`config.mk`:
```
export PLATFORM = sky130hd
export DESIGN_NAME = psf_ctrl
export DESIGN_NICKNAME = d
export VERILOG_FILES = /design/src/rtl/psf_pkg.sv /design/src/rtl/psf_ctrl.sv
export SDC_FILE = /design/constraint.sdc
export NUM_CORES = 1
export LEC_CHECK = 0
export BUFFER_PORTS_ARGS = -buffer_cell sky130_fd_sc_hd__buf_2
export CAP_MARGIN = 10
export CORE_MARGIN = 2
export CORE_UTILIZATION = 53
export DETAILED_ROUTE_END_ITERATION = 6
export PLACE_DENSITY_LB_ADDON = 0.15
export SYNTH_ARGS = -nofsm -noshare
export SYNTH_HDL_FRONTEND = slang
export SYNTH_SLANG_ARGS = --single-unit
```
`constraint.sdc`:
```
create_clock -name clock -period 2.9 [get_ports clock]
set_input_delay 0.435 -clock clock [delete_from_list [all_inputs] [get_ports clock]]
set_output_delay 0.435 -clock clock [all_outputs]
set_load 0.01 [all_outputs]
```
`src/rtl/psf_pkg.sv`:
```
`default_nettype none
// ==========================================================
// shared constants of the power switch fault control block
// ==========================================================
package psf_pkg;

  // clock
  localparam int CLK_PERIOD_NS = 100;          // 10 MHz

  // documented intervals in nanoseconds
  localparam int DEB_NS      = 1_200_000;      // debounce_interval
  localparam int STO_NS      = 1_090_000_000;  // startup_timeout
  localparam int BLANK_NS    = 24_000_000;     // blanking interval
  localparam int RETRY_NS    = 720_000_000;    // retry delay
  localparam int MINOFF_NS   = 420_000;        // minimum_off_interval
  localparam int REVREC_NS   = 450_000;        // reverse_recovery_interval
  localparam int NFET_ON_NS  = 200_000;        // internal_fet_on_delay
  localparam int PFET_ON_NS  = 1_200_000;      // external_fet_on_delay

  // ns to cycles, rounded up, at least one cycle
  function automatic int psf_cycles(input int ns);
    int c;
    c = (ns + CLK_PERIOD_NS - 1) / CLK_PERIOD_NS;
    return (c < 1) ? 1 : c;
  endfunction : psf_cycles

  localparam int NFET_ON_CYC = psf_cycles(NFET_ON_NS);

  // timer width
  localparam int CNT_W = 24;

  // apb map (byte addresses)
  localparam logic [7:0] ADDR_CTRL   = 8'h00;
  localparam logic [7:0] ADDR_STATUS = 8'h04;

  // control register fields
  localparam int CTRL_SW_OFF = 0;     // forces the switch off
  localparam int CTRL_CLEAR  = 1;     // write 1: clear a latched fault
  localparam logic [31:0] CTRL_RESET = 32'h0000_0000;

  // status register fields
  localparam int ST_STATE_LSB = 0;    // 10 bits of one-hot state
  localparam int ST_MODE_LSB  = 10;   // 2 bits of mode
  localparam int ST_FLAG      = 12;
  localparam int ST_NFET      = 13;
  localparam int ST_PFET      = 14;

  // current-limit modes, coded as {select2, select1}
  typedef enum logic [1:0] {
    MODE_LATCH = 2'h0,
    MODE_RETRY = 2'h1,
    MODE_CONT  = 2'h2
  } psf_mode_t;

  // sequencer states, one-hot
  typedef enum logic [9:0] {
    ST_OFF      = 10'h001,
    ST_DEB      = 10'h002,
    ST_STARTUP  = 10'h004,
    ST_ON       = 10'h008,
    ST_RETRY    = 10'h010,
    ST_SEVERE   = 10'h020,
    ST_REVREC   = 10'h040,
    ST_REVSTART = 10'h080,
    ST_THERMAL  = 10'h100,
    ST_LATCHED  = 10'h200
  } psf_state_t;

endpackage : psf_pkg
`default_nettype wire

```
`src/rtl/psf_ctrl.sv`:
```
`default_nettype none
// ==========================================================
// power switch fault control
// ==========================================================
// Notes on behaviour
// - switch off only for high-voltage enable high with low-voltage enable low
// - toggling either enable clears a latched fault; controller toggles to recover
// - switch turns on after the debounce interval unless the output is already above undervoltage
// - input falling below undervoltage during debounce abandons the turn-on
// - no debounce when output already above its undervoltage level
// - continuous mode during power-up; selects sampled after startup timeout
// - select pair 00 latch-off, 01 auto-retry, 1x continuous
// - twice-limit overload drops both fets, restarts after at least 420us
// - latch-off: severe overload beyond blanking latches the switch off
// - auto-retry: blanking timer runs during overcurrent, resets on early clear
// - auto-retry: after blanking, retry delay off, then back on
// - flag low whenever the drop exceeds the flag threshold
// - latch-off: overcurrent for blanking latches off until toggle or cycling
// - continuous mode never turns off on overcurrent; flag follows drop
// - reverse current drops both fets for the 450us recovery interval
// - re-enable delays 200us/1.2ms, or 1.4ms/2.4ms with output low
// - after reverse current always restart, whatever the mode
// - slow or fast reverse detector trips the reverse shutdown
// - flag is OR of drop, reverse, heat, grounded pin, undervoltage_lockout, overvoltage_lockout
// - overtemperature drops switch; resumes except latch-off mode
// - auto-retry: after cooling wait the retry delay before turn-on
// - continuous: after cooling turn on after debounce, no retry delay
// - output not charged in startup timeout turns switch off until toggle
// - reverse-protect enable low disables reverse blocking
module psf_ctrl
  import psf_pkg::*;
#(
  parameter int DEB_CYC    = psf_cycles(DEB_NS),
  parameter int STO_CYC    = psf_cycles(STO_NS),
  parameter int BLANK_CYC  = psf_cycles(BLANK_NS),
  parameter int RETRY_CYC  = psf_cycles(RETRY_NS),
  parameter int MINOFF_CYC = psf_cycles(MINOFF_NS),
  parameter int REVREC_CYC = psf_cycles(REVREC_NS),
  parameter int PFET_CYC   = psf_cycles(PFET_ON_NS)
) (
  // clock and reset
  input  wire logic        clock,
  input  wire logic        srst,
  // apb slave
  input  wire logic        psel,
  input  wire logic        penable,
  input  wire logic        pwrite,
  input  wire logic [7:0]  paddr,
  input  wire logic [31:0] pwdata,
  output logic      [31:0] prdata,
  output logic             pready,
  output logic             pslverr,
  // enable and select pins
  input  wire logic        high_voltage_enable_n,
  input  wire logic        low_voltage_enable,
  input  wire logic        limit_type_select1,
  input  wire logic        limit_type_select2,
  input  wire logic        reverse_protect_enable,
  // analog comparators
  input  wire logic        in_above_undervoltage_lockout,
  input  wire logic        in_above_overvoltage_lockout,
  input  wire logic        out_above_undervoltage_lockout,
  input  wire logic        out_charged,
  input  wire logic        overcurrent,
  input  wire logic        severe_overcurrent,
  input  wire logic        drop_above_flag,
  input  wire logic        reverse_slow,
  input  wire logic        reverse_fast,
  input  wire logic        overtemp,
  input  wire logic        limit_pin_grounded,
  // gate commands and open-drain flag
  output logic             internal_fet_en,
  output logic             external_fet_en,
  output logic             fault_flag_o,
  output logic             fault_flag_oe
);

  localparam int NSYNC = 16;

  // ========================================================
  // input synchroniser
  // ========================================================
  logic [NSYNC-1:0] raw;
  logic [NSYNC-1:0] sync1_q;
  logic [NSYNC-1:0] sync2_q;
  logic [NSYNC-1:0] prev_q;

  assign raw = {high_voltage_enable_n, low_voltage_enable,
                limit_type_select1, limit_type_select2,
                reverse_protect_enable, in_above_undervoltage_lockout, in_above_overvoltage_lockout,
                out_above_undervoltage_lockout, out_charged, overcurrent,
                severe_overcurrent, drop_above_flag, reverse_slow,
                reverse_fast, overtemp, limit_pin_grounded};

  // two flops per pin, plus a copy for toggle detection
  always_ff @(posedge clock) begin
    if (srst) begin
      sync1_q <= '0;
      sync2_q <= '0;
      prev_q  <= '0;
    end else begin
      sync1_q <= raw;
      sync2_q <= sync1_q;
      prev_q  <= sync2_q;
    end
  end

  logic high_voltage_enable_n_s, lven_s, sel1_s, sel2_s, reverse_protect_enable_s, in_uv_s, in_ov_s;
  logic out_uv_s, charged_s, oc_s, severe_s, drop_s, rslow_s;
  logic rfast_s, hot_s, limit_setting_pin_s;
  assign {high_voltage_enable_n_s, lven_s, sel1_s, sel2_s, reverse_protect_enable_s, in_uv_s, in_ov_s,
          out_uv_s, charged_s, oc_s, severe_s, drop_s, rslow_s,
          rfast_s, hot_s, limit_setting_pin_s} = sync2_q;

  // ========================================================
  // derived conditions
  // ========================================================
  logic enable_on;
  logic en_toggle;
  logic rev_trip;
  logic go_off;
  logic sw_off;
  logic clear_req;

  assign enable_on = !(high_voltage_enable_n_s && !lven_s);
  assign en_toggle = (high_voltage_enable_n_s != prev_q[NSYNC-1]) ||
                     (lven_s != prev_q[NSYNC-2]);
  assign rev_trip  = reverse_protect_enable_s && (rslow_s || rfast_s);
  assign go_off    = !enable_on || !in_uv_s || in_ov_s ||
                     sw_off || limit_setting_pin_s;

  // ========================================================
  // apb slave: control and status
  // ========================================================
  logic [31:0] ctrl_q, ctrl_d;
  logic [31:0] rdata_q, rdata_d;
  logic        err_q, err_d;
  logic        clr_q, clr_d;
  logic        apb_acc;
  psf_state_t  state_q, state_d;
  psf_mode_t   mode_q, mode_d;
  logic        nfet_q, nfet_d, pfet_q, pfet_d, flag_q, flag_d;

  assign apb_acc   = psel && penable;
  assign sw_off    = ctrl_q[CTRL_SW_OFF];
  assign clear_req = clr_q;

  // register decode, answer in the access cycle
  always_comb begin
    ctrl_d  = ctrl_q;
    rdata_d = 32'h0000_0000;
    err_d   = 1'b0;
    clr_d   = 1'b0;
    if (psel && !penable) begin
      if (paddr == ADDR_CTRL) begin
        rdata_d = ctrl_q;
      end else if (paddr == ADDR_STATUS) begin
        rdata_d[ST_STATE_LSB +: 10] = state_q;
        rdata_d[ST_MODE_LSB +: 2]   = mode_q;
        rdata_d[ST_FLAG]            = flag_q;
        rdata_d[ST_NFET]            = nfet_q;
        rdata_d[ST_PFET]            = pfet_q;
      end else begin
        err_d = 1'b1;
      end
    end else if (apb_acc) begin
      rdata_d = rdata_q;
      err_d   = err_q;
    end
    if (apb_acc && pwrite && paddr == ADDR_CTRL) begin
      ctrl_d[CTRL_SW_OFF] = pwdata[CTRL_SW_OFF];
      clr_d               = pwdata[CTRL_CLEAR];
    end
  end

  always_ff @(posedge clock) begin
    if (srst) begin
      ctrl_q  <= CTRL_RESET;
      rdata_q <= 32'h0000_0000;
      err_q   <= 1'b0;
      clr_q   <= 1'b0;
    end else begin
      ctrl_q  <= ctrl_d;
      rdata_q <= rdata_d;
      err_q   <= err_d;
      clr_q   <= clr_d;
    end
  end

  assign pready  = 1'b1;
  assign prdata  = rdata_q;
  assign pslverr = apb_acc && err_q;

  // ========================================================
  // sequencer
  // ========================================================
  logic [CNT_W-1:0] cnt_q, cnt_d;    // main interval timer
  logic [CNT_W-1:0] pcnt_q, pcnt_d;  // external fet delay
  logic [CNT_W-1:0] blank_q, blank_d;
  logic             cnt_done;
  logic             blank_done;

  function automatic logic [CNT_W-1:0] load(input int cyc);
    return CNT_W'(cyc - 1);
  endfunction : load

  assign cnt_done   = (cnt_q == '0);
  assign blank_done = (blank_q >= load(BLANK_CYC));

  always_comb begin
    state_d = state_q;
    mode_d  = mode_q;
    cnt_d   = cnt_done ? cnt_q : cnt_q - 1'b1;
    pcnt_d  = (pcnt_q == '0) ? pcnt_q : pcnt_q - 1'b1;
    blank_d = blank_q;
    case (state_q)
      ST_OFF: begin
        mode_d  = MODE_CONT;
        blank_d = '0;
        if (!go_off) begin
          if (out_uv_s) begin
            state_d = ST_STARTUP;
            cnt_d   = load(STO_CYC);
          end else begin
            state_d = ST_DEB;
            cnt_d   = load(DEB_CYC);
          end
        end
      end
      ST_DEB: begin
        if (go_off) begin
          state_d = ST_OFF;
        end else if (cnt_done && !hot_s) begin
          state_d = ST_STARTUP;
          cnt_d   = load(STO_CYC);
        end
      end
      ST_STARTUP, ST_ON: begin
        if (go_off) begin
          state_d = ST_OFF;
        end else if (rev_trip) begin
          state_d = ST_REVREC;
          cnt_d   = load(REVREC_CYC);
        end else if (hot_s) begin
          state_d = (mode_q == MODE_LATCH) ? ST_LATCHED
                                           : ST_THERMAL;
        end else if (severe_s) begin
          state_d = ST_SEVERE;
          cnt_d   = load(MINOFF_CYC);
        end else if (state_q == ST_STARTUP) begin
          if (cnt_done && charged_s) begin
            state_d = ST_ON;
            mode_d  = psf_mode_t'(sel2_s ? MODE_CONT
                                  : {1'b0, sel1_s});
          end else if (cnt_done) begin
            state_d = ST_LATCHED;
          end
        end else if (mode_q == MODE_CONT || !oc_s) begin
          blank_d = '0;
        end else if (blank_done) begin
          blank_d = '0;
          if (mode_q == MODE_LATCH) begin
            state_d = ST_LATCHED;
          end else begin
            state_d = ST_RETRY;
            cnt_d   = load(RETRY_CYC);
          end
        end else begin
          blank_d = blank_q + 1'b1;
        end
      end
      ST_SEVERE: begin
        // blanking keeps running across the short restarts
        if (mode_q != MODE_CONT && !blank_done) begin
          blank_d = blank_q + 1'b1;
        end
        if (go_off) begin
          state_d = ST_OFF;
        end else if (mode_q == MODE_LATCH && blank_done) begin
          state_d = ST_LATCHED;
        end else if (cnt_done && !severe_s) begin
          state_d = ST_ON;
        end
      end
      ST_RETRY: begin
        if (go_off) begin
          state_d = ST_OFF;
        end else if (cnt_done) begin
          state_d = ST_ON;
        end
      end
      ST_THERMAL: begin
        if (go_off) begin
          state_d = ST_OFF;
        end else if (!hot_s) begin
          if (mode_q == MODE_RETRY) begin
            state_d = ST_RETRY;
            cnt_d   = load(RETRY_CYC);
          end else begin
            state_d = ST_DEB;
            cnt_d   = load(DEB_CYC);
          end
        end
      end
      ST_REVREC: begin
        if (go_off) begin
          state_d = ST_OFF;
        end else if (rev_trip) begin
          cnt_d = load(REVREC_CYC);
        end else if (cnt_done) begin
          state_d = ST_REVSTART;
          if (out_uv_s) begin
            cnt_d  = load(NFET_ON_CYC);
            pcnt_d = load(PFET_CYC);
          end else begin
            cnt_d  = load(DEB_CYC + NFET_ON_CYC);
            pcnt_d = load(DEB_CYC + PFET_CYC);
          end
        end
      end
      ST_REVSTART: begin
        if (go_off) begin
          state_d = ST_OFF;
        end else if (rev_trip) begin
          state_d = ST_REVREC;
          cnt_d   = load(REVREC_CYC);
        end else if (cnt_done && pcnt_q == '0) begin
          state_d = ST_STARTUP;
          cnt_d   = load(STO_CYC);
        end
      end
      ST_LATCHED: begin
        if (en_toggle || !in_uv_s || clear_req) begin
          state_d = ST_OFF;
        end
      end
      default: begin
        state_d = ST_OFF;
      end
    endcase
  end

  // gate commands and flag follow the next state
  always_comb begin
    nfet_d = 1'b0;
    pfet_d = 1'b0;
    if (state_d == ST_STARTUP || state_d == ST_ON) begin
      nfet_d = 1'b1;
      pfet_d = 1'b1;
    end else if (state_d == ST_REVSTART) begin
      nfet_d = (cnt_d == '0);
      pfet_d = (pcnt_d == '0);
    end
    flag_d = drop_s || rev_trip || hot_s || limit_setting_pin_s ||
             !in_uv_s || in_ov_s || state_d == ST_REVREC;
  end

  always_ff @(posedge clock) begin
    if (srst) begin
      state_q <= ST_OFF;
      mode_q  <= MODE_CONT;
      cnt_q   <= '0;
      pcnt_q  <= '0;
      blank_q <= '0;
      nfet_q  <= 1'b0;
      pfet_q  <= 1'b0;
      flag_q  <= 1'b0;
    end else begin
      state_q <= state_d;
      mode_q  <= mode_d;
      cnt_q   <= cnt_d;
      pcnt_q  <= pcnt_d;
      blank_q <= blank_d;
      nfet_q  <= nfet_d;
      pfet_q  <= pfet_d;
      flag_q  <= flag_d;
    end
  end

  // outputs
  assign internal_fet_en = nfet_q;
  assign external_fet_en = pfet_q;
  assign fault_flag_o    = 1'b0;      // open drain pulls low only
  assign fault_flag_oe   = flag_q;

endmodule : psf_ctrl
`default_nettype wire

```
# After elaboration in Yosys (flattened, before gate mapping)
# Cells that the tools add are included.
# totals
regBits,170
inputBits,61
out_inout_bits,38
# op_classes
n_addsub,3
n_lt_le_gt_ge,1
eq_ne,29
mux,90
bitwise,1
reduce_logical,48
# ops
op,n
$mux 24,34
$mux 10,28
$pmux 24 s6,1
$logic_not 24->1,4
$pmux 10 s9,1
$pmux 24 s3,1
$mux 32,2
$sub 24x1->24 const B,2
$mux 15,3
$add 24x1->24 const B,1
$ge 24x18->1 const B,1
$mux 23,1
$eq 10x3->1 const B,2
$eq 10x4->1 const B,2
$eq 10x7->1 const B,2
$eq 10x8->1 const B,2
$ne 2x2->1 const B,9
$logic_or 1x1->1,16
$mux 14,1
$mux 2,7
$reduce_and 7->1,2
$logic_and 1x1->1,13
$eq 10x1->1 const B,1
$eq 10x10->1 const B,1
other kinds (20),35

# Depth between registers and ports, before layout
# Gate-level depths: netlist (run 1).
# logic_depth
depth_word,14
mapped_depth,15
depth_no_buf,13

# Least setup slack after synthesis (run 1)
# Ideal clock, no wire load.
# synth_timing
path_kind,reg2reg
from,register pcnt_q[0]
to,"register pfet_q, in the netlist external_fet_en"
setup_time_ps,87
arrival_time_ps,2919
required_time_ps,2813
path_slack_ps,-106
stages_incl_launch_ff,13
path_buffers,1
period_less_slack_ps,3006
cell_sequence,dfxtp_1 > inv_1 > ha_1 > nor2b_1 > nand4_1 > o211ai_2 > or3_1 > buf_4 > nor4_1 > xor2_1 > or4_1 > or4_1 > o31ai_1
# synth_between
elab_chain_cells,9
# synth_lines
item,line_no,rtl
"start, declared",psf_ctrl.sv:198,"logic [CNT_W-1:0] pcnt_q, pcnt_d;"
"start signal, assigned",psf_ctrl.sv:372,pcnt_q <= pcnt_d;
$sub 24x1->24 or $logic_not 24->1 (tied branches),"psf_ctrl.sv:214, psf_ctrl.sv:327",
$mux 24 or $logic_and 1x1->1 (tied branches),"psf_ctrl.sv:214, psf_ctrl.sv:327",
$mux 24 or $mux 10 (tied branches),"psf_ctrl.sv:310, psf_ctrl.sv:327",
$mux 24 or $mux 10 (tied branches),"psf_ctrl.sv:308, psf_ctrl.sv:324",
$mux 24 or $mux 10 (tied branches),"psf_ctrl.sv:306, psf_ctrl.sv:322",
$mux 24 or $pmux 10 s9 (tied branches),psf_ctrl.sv:216,case (state_q)
$logic_not 24->1 (tied with other cells),psf_ctrl.sv:352,pfet_d = (pcnt_d == '0);
$mux 1 or $logic_or 1x1->1 (tied branches),"psf_ctrl.sv:350, psf_ctrl.sv:347",
$mux 1 (*),psf_ctrl.sv:347,if (state_d == ST_STARTUP || state_d == ST_ON) begin
"end signal, assigned",psf_ctrl.sv:375,pfet_q <= pfet_d;
"end, declared",psf_ctrl.sv:142,"logic nfet_q, nfet_d, pfet_q, pfet_d, flag_q, flag_d;"
# Mark *: on every way between the ends. The rest lies on a longest branch, timed or not.
# A chain may end at the register's enable or synchronous reset.

# Worst setup path after layout (run 1)
# layout_timing
from,register cnt_q[7]
to,"register nfet_q, in the netlist internal_fet_en"
# layout_between
elab_chain_cells,14
# layout_lines
item,line_no,rtl
"start, declared",psf_ctrl.sv:197,"logic [CNT_W-1:0] cnt_q, cnt_d;"
"start signal, assigned",psf_ctrl.sv:371,cnt_q <= cnt_d;
$sub 24x1->24 or $logic_not 24->1 (tied branches),"psf_ctrl.sv:213, psf_ctrl.sv:207",
$mux 24,psf_ctrl.sv:213,cnt_d = cnt_done ? cnt_q : cnt_q - 1'b1;
$mux 24,psf_ctrl.sv:262,if (mode_q == MODE_LATCH) begin
$mux 24,psf_ctrl.sv:260,end else if (blank_done) begin
$mux 24,psf_ctrl.sv:258,end else if (mode_q == MODE_CONT || !oc_s) begin
$mux 24,psf_ctrl.sv:250,end else if (state_q == ST_STARTUP) begin
$mux 24,psf_ctrl.sv:247,end else if (severe_s) begin
$mux 24,psf_ctrl.sv:244,end else if (hot_s) begin
$mux 24,psf_ctrl.sv:241,end else if (rev_trip) begin
$mux 24,psf_ctrl.sv:239,if (go_off) begin
$pmux 24 s6,psf_ctrl.sv:216,
$logic_not 24->1,psf_ctrl.sv:351,nfet_d = (cnt_d == '0);
$mux 1,psf_ctrl.sv:350,end else if (state_d == ST_REVSTART) begin
$mux 1 (*),psf_ctrl.sv:347,
"end signal, assigned",psf_ctrl.sv:374,nfet_q <= nfet_d;
"end, declared",psf_ctrl.sv:142,
# Marks and branches as above.

==> results of run 1 <==
## metal layers
metal  wire length [um]  vias up  share of wire  GRT usage
met5                  0        -              0          0
met4               1410        0          0.047      0.174
met3               2800      127          0.094     0.0735
met2              13400      509           0.45      0.577
met1              12300     4336           0.41      0.463
li1                   -     4402              -          -
## where the power goes
| group | internal, mW | switching (mW) | total [mW] |
|---|---|---|---|
| sequential | 2.20 | 0.230 | 2.43 |
| combinational | 3.22 | 3.64 | 6.86 |
| clock | 1.21 | 0.952 | 2.16 |
## layout make-up
class / count / share of cell area
sequential: 139 / 0.245
timing repair buffer: 325 / 0.206
multi-input combinational: 842 / 0.469
clock buffer: 17 / 0.0374
clock inverter: 15 / 0.0134
inverter: 18 / 0.00594
antenna: 1 / 0.000220
tap: 211 / 0.0232
## worst reg2reg max path: cells and delay by family (launching register included)
kind / cells / cell delay (ns)
flip-flops: 1 / 0.31
AO/OA/AOI/OAI: 4 / 1.00
AND/OR/NAND/NOR: 5 / 1.45
buffers and inverters: 1 / 0.19
## per-stage QoR
stage	TNS, ns	instances	area [um2]	setup slack (ns)
after global routing	-0.475	1567	11400	-0.177
after detailed placement	-1.12	1533	10500	-0.278
after floorplan	0	1084	8370	0.0109
after global placement	-0.464	1533	10500	-0.160
final	-0.183	1568	11400	-0.129
after CTS	0	1565	11200	0.000564
## sequential cells by signal, indices dropped and copies added, names as in the netlist
name	cells
blank_q	24
cnt_q	24
pcnt_q	24
sync1_q	16
sync2_q	16
prdata	15
state_q	10
mode_q	2
prev_q	2
clear_req	1
ctrl_q	1
err_q	1
external_fet_en	1
fault_flag_oe	1
internal_fet_en	1
## worst max-delay path by stage
stage	endpoint	slack (ns)	cells past startpoint
after global placement	internal_fet_en$_SDFF_PP0_	-0.16	11
after CTS	external_fet_en$_SDFF_PP0_	0.0006	13
after floorplan	external_fet_en$_SDFF_PP0_	0.01	12
after detailed placement	internal_fet_en$_SDFF_PP0_	-0.28	9
after global routing	internal_fet_en$_SDFF_PP0_	-0.18	14
final	internal_fet_en$_SDFF_PP0_	-0.13	10
## repair_timing
item                       in CTS  in global routing
setup buffers                   0                  4
gates resized for setup        39                 25
pin swaps                       4                 10
setup endpoints to repair      18                 20
## layout by cell type, fill, tap and decap left out, types with 29 or more instances in the layout
master	count
buf_2	49
o21ai_0	56
nor2_1	144
dfxtp_1	133
buf_4	272
a21oi_1	73
nor3_1	36
nor2b_1	42
xor2_1	31
nand2_1	61
xnor2_1	29
nor4_1	29
## logic make-up after synthesis
group                    share of synthesized area
multiplexers                               0.00378
other                                     0.000906
adder cells (fa/ha/maj)                    0.00755
AND/OR/NAND/NOR                              0.334
flip-flops                                   0.336
buffers and inverters                       0.0609
XOR/XNOR                                    0.0634
AO/OA/AOI/OAI                                0.193
==> impl_metrics.toml, run 1 <==
[synthesis]
synth.avg_cell_area_um2 = 7.77
synth.most_common_cell = "nor2_1"
synth_top_area_cell = "dfxtp_1"
syn_inst = 1067
synth_top_flop_cell = "dfxtp_1"
synth_top_cells_by_area = "dfxtp_1, nor2_1, a21oi_1"
syn_area_mm2 = 0.00829
synthDistinctLibCells = 87
synth_edf_count = 0
synthTopCellsByCount = "nor2_1, dfxtp_1, a21oi_1"
ys_ff_latch = 139
ys_warn_count = 0
async_flop_share = 0
ys_seq_area_frac = 0.336
synth_top_area_frac = 0.336

[grt]
grt_overflow_total = 0
track_usage = 0.359
grt_pass1_wl_mm = 46.3
grt_max_degree = 42
antenna_found_initial = 0
first_global_vias = 8907

[die]
initial_core_util = 0.543
io_pins = 99
dieArea_mm2 = 0.0166
die_y_um = 129
die_w_um = 129
core_mm2 = 0.0153
rows = 45

[sta]
relSlewSlack = 0.426
min_period_ns = 3.03
rsz0062_at_grt = "yes"
hold_violations = 0
setup_ws_ns = -0.129
max_freq_ghz = 0.330
tightestPinTransition_ns = 0.850
finClkSkew_ns = 0.00949
drv_slew = 0
period_share = 1.04
holdWs_ns = 0.207
setup_violations = 2

[routing]
totalWireLength_mm = 30.0
num_vias = 9374
antenna_left = 0
drcViolationCount = 0
drt_pre_antenna_iters = 6
detail_route.vias_per_cell = 5.98
avgRoutedWirePerCell_um = 19.1
drt-initial-drc-count = 1099

[pwr]
p_per_area_mw_per_mm2 = 1010
ir_drop_mv = 1.04
total_power_mw = 11.5
p_leak_nw = 4.86

[setup_path]
max_stage_delay_ns = 0.57
regToRegEndpoint = "internal_fet_en$_SDFF_PP0_"
worst-setup-path-type = "register to register"
cp.required_ns = 3.26
critPathCaptureType = "register"
worstSetupStartpointType = "register"
cp_max_fo = 9
cp.buffers_inverters = 1
crit_family = "simple AND/OR/NAND/NOR gates"
rr_worst_depth = 10
crit_chain = "or4_4, or2_1, buf_4, o22ai_1, o221ai_1, nor2_1, nand3_1, a2111oi_2, nand4_1, o21ai_1"
r2r_slack_ns = -0.13
critPathSlowestCell = "or4_4"
r2r-start = "cnt_q[7]$_SDFF_PP0_"
crit_start = "cnt_q[7]$_SDFF_PP0_"
worstPathArrival_ns = 3.39

[cts]
h-tree-depth = 4
cts.clk_slew.worst_paths_ns = 0.06
numClockSinks = 139
cts_buffers = 17
clock-root-buffer = "clkbuf_16"
clk_latency_ns = 0.43
clockBufferDepth = 2
cts_tree = "built"
cts_hold_buf = 0

[min_path]
hp-start = "overcurrent"
hold_class = "input pin to register"
whs_path_depth = 2
whs_endpoint = "sync1_q[6]$_SDFF_PP0_"

[finish]
layout-drive-gt1-share = 0.329
layout.nets = 1409
utilization = 0.746
final.fill_count = 1228
multiInputGateArea_mm2 = 0.00534
syn_to_final_growth_pct = 37.4
seq_area_mm2 = 0.00279

[run_status]
violations = "setup timing"
status = "finished, violations left"

[place]
gp_congestion = 1.03
hpwl_mm = 22.4
port_buffers = 49

[job]
max_cap_violations = 0
No activity file was read; power rests on OpenSTA's default activity.
==> run 2, diff against run 1 <==
--- a/config.mk
+++ b/config.mk
@@ -11,6 +11,7 @@
 export CORE_UTILIZATION = 53
 export DETAILED_ROUTE_END_ITERATION = 6
 export PLACE_DENSITY_LB_ADDON = 0.15
+export SETUP_SLACK_MARGIN = 0.02
 export SYNTH_ARGS = -nofsm -noshare
 export SYNTH_HDL_FRONTEND = slang
 export SYNTH_SLANG_ARGS = --single-unit
==> impl_metrics.toml, run 2 (same netlist as run 1, synthesis figures left out) <==
[run_status]
status = "finished, violations left"
violations = "setup timing"

[finish]
utilization = 0.749
mostFrequentLayoutCells = "buf_4, nor2_1, dfxtp_1"
layout.nets = 1413
layout-drive-gt1-share = 0.331
top_regs = "blank_q x24, cnt_q x24, pcnt_q x24"
seq_area_mm2 = 0.00279
final_area_mm2 = 0.0114
multiInputGateArea_mm2 = 0.00535
diodes = 0
syn_to_final_growth_pct = 37.9
final_common_cell = "buf_4"
final_cells = 1571
final.fill_count = 1219

[place]
dp.cells = 1533
port_buffers = 49
pre_cts_slack_ns = -0.278
hpwl_mm = 22.4
placed_cell_area_mm2 = 0.0105
gp_congestion = 1.03

[die]
dieArea_mm2 = 0.0166
die_y_um = 129
die_w_um = 129
rows = 45
io_pins = 99
core_mm2 = 0.0153
initial_core_util = 0.543

[setup_path]
critPathCaptureType = "register"
worst-setup-path-type = "register to register"
cp.required_ns = 3.25
worstPathArrival_ns = 3.38
cp_max_fo = 9
worstSetupStartpointType = "register"
rr_worst_depth = 10

[cts]
cts_buffers = 17
cts.clk_slew.worst_paths_ns = 0.06
clockBufferDepth = 2
clk_latency_ns = 0.43
clock-root-buffer = "clkbuf_16"
numClockSinks = 139
cts_tree = "built"
h-tree-depth = 4

[routing]
drt_pre_antenna_iters = 7
totalWireLength_mm = 30.0
avgRoutedWirePerCell_um = 19.1
antenna_left = 0
num_vias = 9377
drcViolationCount = 0
drt-initial-drc-count = 1166
detail_route.vias_per_cell = 5.97

[grt]
antenna_found_initial = 0
grt_max_degree = 42
grt_overflow_total = 0
track_usage = 0.360
grt_pass1_wl_mm = 46.4
first_global_vias = 8946

[pwr]
total_power_mw = 11.5
ir_drop_mv = 1.02
p_leak_nw = 4.88
p_per_area_mw_per_mm2 = 1010

[sta]
tightestPinTransition_ns = 0.844
relSlewSlack = 0.429
holdWs_ns = 0.213
hold_violations = 0
finClkSkew_ns = 0.00957
max_freq_ghz = 0.331
rsz0062_at_grt = "yes"
drv_slew = 0
min_period_ns = 3.02
tns_ns = -0.180
setup_violations = 2
setup_ws_ns = -0.124
period_share = 1.04

[min_path]
whs_path_depth = 2
hold_class = "input pin to register"

[job]
max_cap_violations = 0
[run 2: cell count changes in the layout (fill, tap and decap cells not counted)]
cell	delta
nor3_1	+1
or3_1	-1
nor3_2	-2
nor2b_1	+1
nor4_2	+2
nor3_4	+1
nor2b_2	-1
buf_4	+4
dfxtp_4	-1
nor4_1	-2
diode_2	-1
or3_4	+1
dfxtp_1	+1
[run 2: repair_timing]
item,in CTS,in global routing
resized for setup,39,25
setup endpoints to repair,19,21
pin swaps,5,13
hold endpoints to repair,0,0
hold buffers,0,0
setup buffers,2,5
[run 2: per-layer routing]
layer  part of all wire  wire length (um)  GRT usage
met4              0.049              1460      0.177
met5                  0                 0          0
met2               0.45             13400      0.579
met3              0.090              2680     0.0739
met1               0.42             12500      0.463
[run 2: cell type report]
class / instances / share of cell area
Multi-Input combinational cell: 842 / 0.469
Sequential cell: 139 / 0.244
Timing Repair Buffer: 329 / 0.208
Clock buffer: 17 / 0.0372
Tap cell: 211 / 0.0231
Clock inverter: 15 / 0.0134
Inverter: 18 / 0.00592
[run 2: report_power, final]
part / total, mW / internal (mW) / switching (mW)
sequential: 2.43 / 2.20 / 0.233
clock: 2.15 / 1.21 / 0.941
combinational: 6.91 / 3.27 / 3.64
[run 2: worst paths after layout]
check             slack, ns                    from                         end
hold / removal         0.21             overcurrent       sync1_q[6]$_SDFF_PP0_
setup / recovery      -0.12     cnt_q[7]$_SDFF_PP0_  internal_fet_en$_SDFF_PP0_
setup reg to reg      -0.12     cnt_q[7]$_SDFF_PP0_  internal_fet_en$_SDFF_PP0_
hold reg to reg        0.44  sync1_q[15]$_SDFF_PP0_      sync2_q[15]$_SDFF_PP0_
[run 2: worst max-delay path, cell delays in order (launching register included)]
cell     delay, ns
dfxtp_1       0.31
or4_4         0.57
or2_1         0.27
buf_4         0.19
nor3_1        0.28
o21ai_0       0.20
o32ai_1       0.32
nand4_1       0.21
nor4_2        0.30
nand4_1       0.15
o21ai_1       0.15
==> run 3, diff against run 2 <==
==> constraint.sdc (replaced) <==
create_clock -name clock -period 2.9 [get_ports clock]
set_input_delay 0.145 -clock clock [delete_from_list [all_inputs] [get_ports clock]]
set_output_delay 0.145 -clock clock [all_outputs]
set_load 0.01 [all_outputs]
==> impl_metrics.toml, run 3 (same netlist as run 1, synthesis figures left out) <==
[run_status]
status = "finished, violations left"
violations = "setup timing"

[place]
hpwl_mm = 23.0
gp_congestion = 1.08
pre_cts_slack_ns = -0.210
placed_cell_area_mm2 = 0.0106
port_buffers = 49

[finish]
diodes = 0
layout-drive-gt1-share = 0.352
mostFrequentLayoutCells = "buf_4, nor2_1, dfxtp_1"
final_area_mm2 = 0.0120
syn_to_final_growth_pct = 44.8
final.fill_count = 1055
final_common_cell = "buf_4"
layout.nets = 1453
top_regs = "blank_q x24, cnt_q x24, pcnt_q x24"

[routing]
num_vias = 9751
drt_pre_antenna_iters = 6
wl_met3_mm = 3.06
wl_met1_mm = 12.9
top_layer = "met4"
detail_route.vias_per_cell = 6.06
drcViolationCount = 0
antenna_left = 0
routed-wl-met2_mm = 14.8
drt-initial-drc-count = 1158
avgRoutedWirePerCell_um = 20.1
totalWireLength_mm = 32.4

[grt]
grt_max_degree = 59
grt_overflow_total = 0
track_usage = 0.378
grt_pass1_wl_mm = 48.8
first_global_vias = 9318
antenna_found_initial = 0

[die]
rows = 45
die_y_um = 129
io_pins = 99
initial_core_util = 0.543
dieArea_mm2 = 0.0166
core_mm2 = 0.0153
die_w_um = 129

[job]
max_cap_violations = 0

[setup_path]
worstPathArrival_ns = 3.37
cp_common_cell = "buf_6"
worstSetupStartpointType = "register"
worst-setup-path-type = "register to register"
cp_max_fo = 5
critPathSlowestCell = "or4_4"
max_stage_delay_ns = 0.56
crit_chain = "buf_6, buf_6, or3_4, or4_4, nand3_2, o221ai_2, or4_4, buf_6, nor2_4, nand3_2, xor2_1, nor2_1"
critPathCaptureType = "register"
cp.required_ns = 3.25

[sta]
drv_slew = 0
hold_violations = 0
relSlewSlack = 0.504
tightestPinTransition_ns = 0.739
holdWs_ns = 0.0555
setup_violations = 5
period_share = 1.04
max_freq_ghz = 0.331
setup_ws_ns = -0.120
rsz0062_at_grt = "yes"
finClkSkew_ns = 0.0151
min_period_ns = 3.02

[cts]
numClockSinks = 139
clk_latency_ns = 0.43
clockBufferDepth = 2
cts.clk_slew.worst_paths_ns = 0.06
cts_buffers = 17
cts_tree = "built"
clock-root-buffer = "clkbuf_16"
h-tree-depth = 4

[pwr]
switching_share = 0.413
p_int_mw = 6.95
power.switching_mw = 4.89
ir_drop_mv = 0.877
power_frac_seq = 0.211
clockPowerShare = 0.189
combPwrFrac = 0.600
p_per_area_mw_per_mm2 = 987
p_leak_nw = 5.14

[min_path]
hold_class = "input pin to register"
run 3: worst paths after layout:
kind,startpoint,to,slack (ns),cells past startpoint
worst max-delay path,state_q[2]$_SDFF_PP0_,blank_q[23]$_SDFFE_PP0P_,-0.12,12
worst min-delay path,pwrite,clear_req$_SDFF_PP0_,0.06,3
worst max register to register,state_q[2]$_SDFF_PP0_,blank_q[23]$_SDFFE_PP0P_,-0.12,12
worst min register to register,sync1_q[14]$_SDFF_PP0_,sync2_q[14]$_SDFF_PP0_,0.44,1
run 3: layer usage:
metal  vias up  GRT usage
met5         -          0
met4         0      0.159
met3       149     0.0851
met2       584      0.626
met1      4542      0.476
li1       4476          -
run 3: timing repair:
item | 4_1_cts | 5_1_grt
endpoints found under the hold margin | 19 | 0
buffers inserted | 6 | 14
pin swaps | 4 | 43
cloned | 1 | 0
hold buffers | 19 | 0
setup endpoints to repair | 15 | 28
gates resized for setup | 36 | 62
run 3: power groups by stage:
stage	logic, mW	registers (mW)	clock network, mW
global placement	6.19	2.43	0
detailed placement	6.22	2.45	0
CTS	6.55	2.44	2.25
global route	7.57	2.52	2.34
finish	7.11	2.50	2.24
floorplan	3.41	2.47	0
run 3: per-stage QoR:
stage	power [mW]	util	setup TNS [ns]	std cells
final	11.8	0.786	-0.319	1610
after global routing	12.4	0.786	-0.975	1610
after CTS	11.2	0.761	-0.136	1597
after detailed placement	8.67	0.695	-0.484	1540
after global placement	8.62	0.695	-0.263	1540
after floorplan	5.88	-	0	1084
run 3: layout make-up:
| class | count | area [um2] | share of cell area |
|---|---|---|---|
| multi-input cells | 842 | 5490 | 0.457 |
| clock inverters | 12 | 153 | 0.0127 |
| repair buffers | 369 | 2780 | 0.232 |
| inverters | 18 | 67.6 | 0.00563 |
| well taps | 211 | 264 | 0.0220 |
| clock buffers | 19 | 453 | 0.0378 |
| flip-flops and latches | 139 | 2790 | 0.233 |
run 3: worst max-delay path: cells and delay by family, from the launching register on:
family                    cells  cell delay (ns)
and+or+nand+nor               7             1.94
DFF                           1             0.34
AOI/OAI and AO/OA             1             0.10
xor gates and xnor gates      1             0.17
buffers and inverters         3             0.40
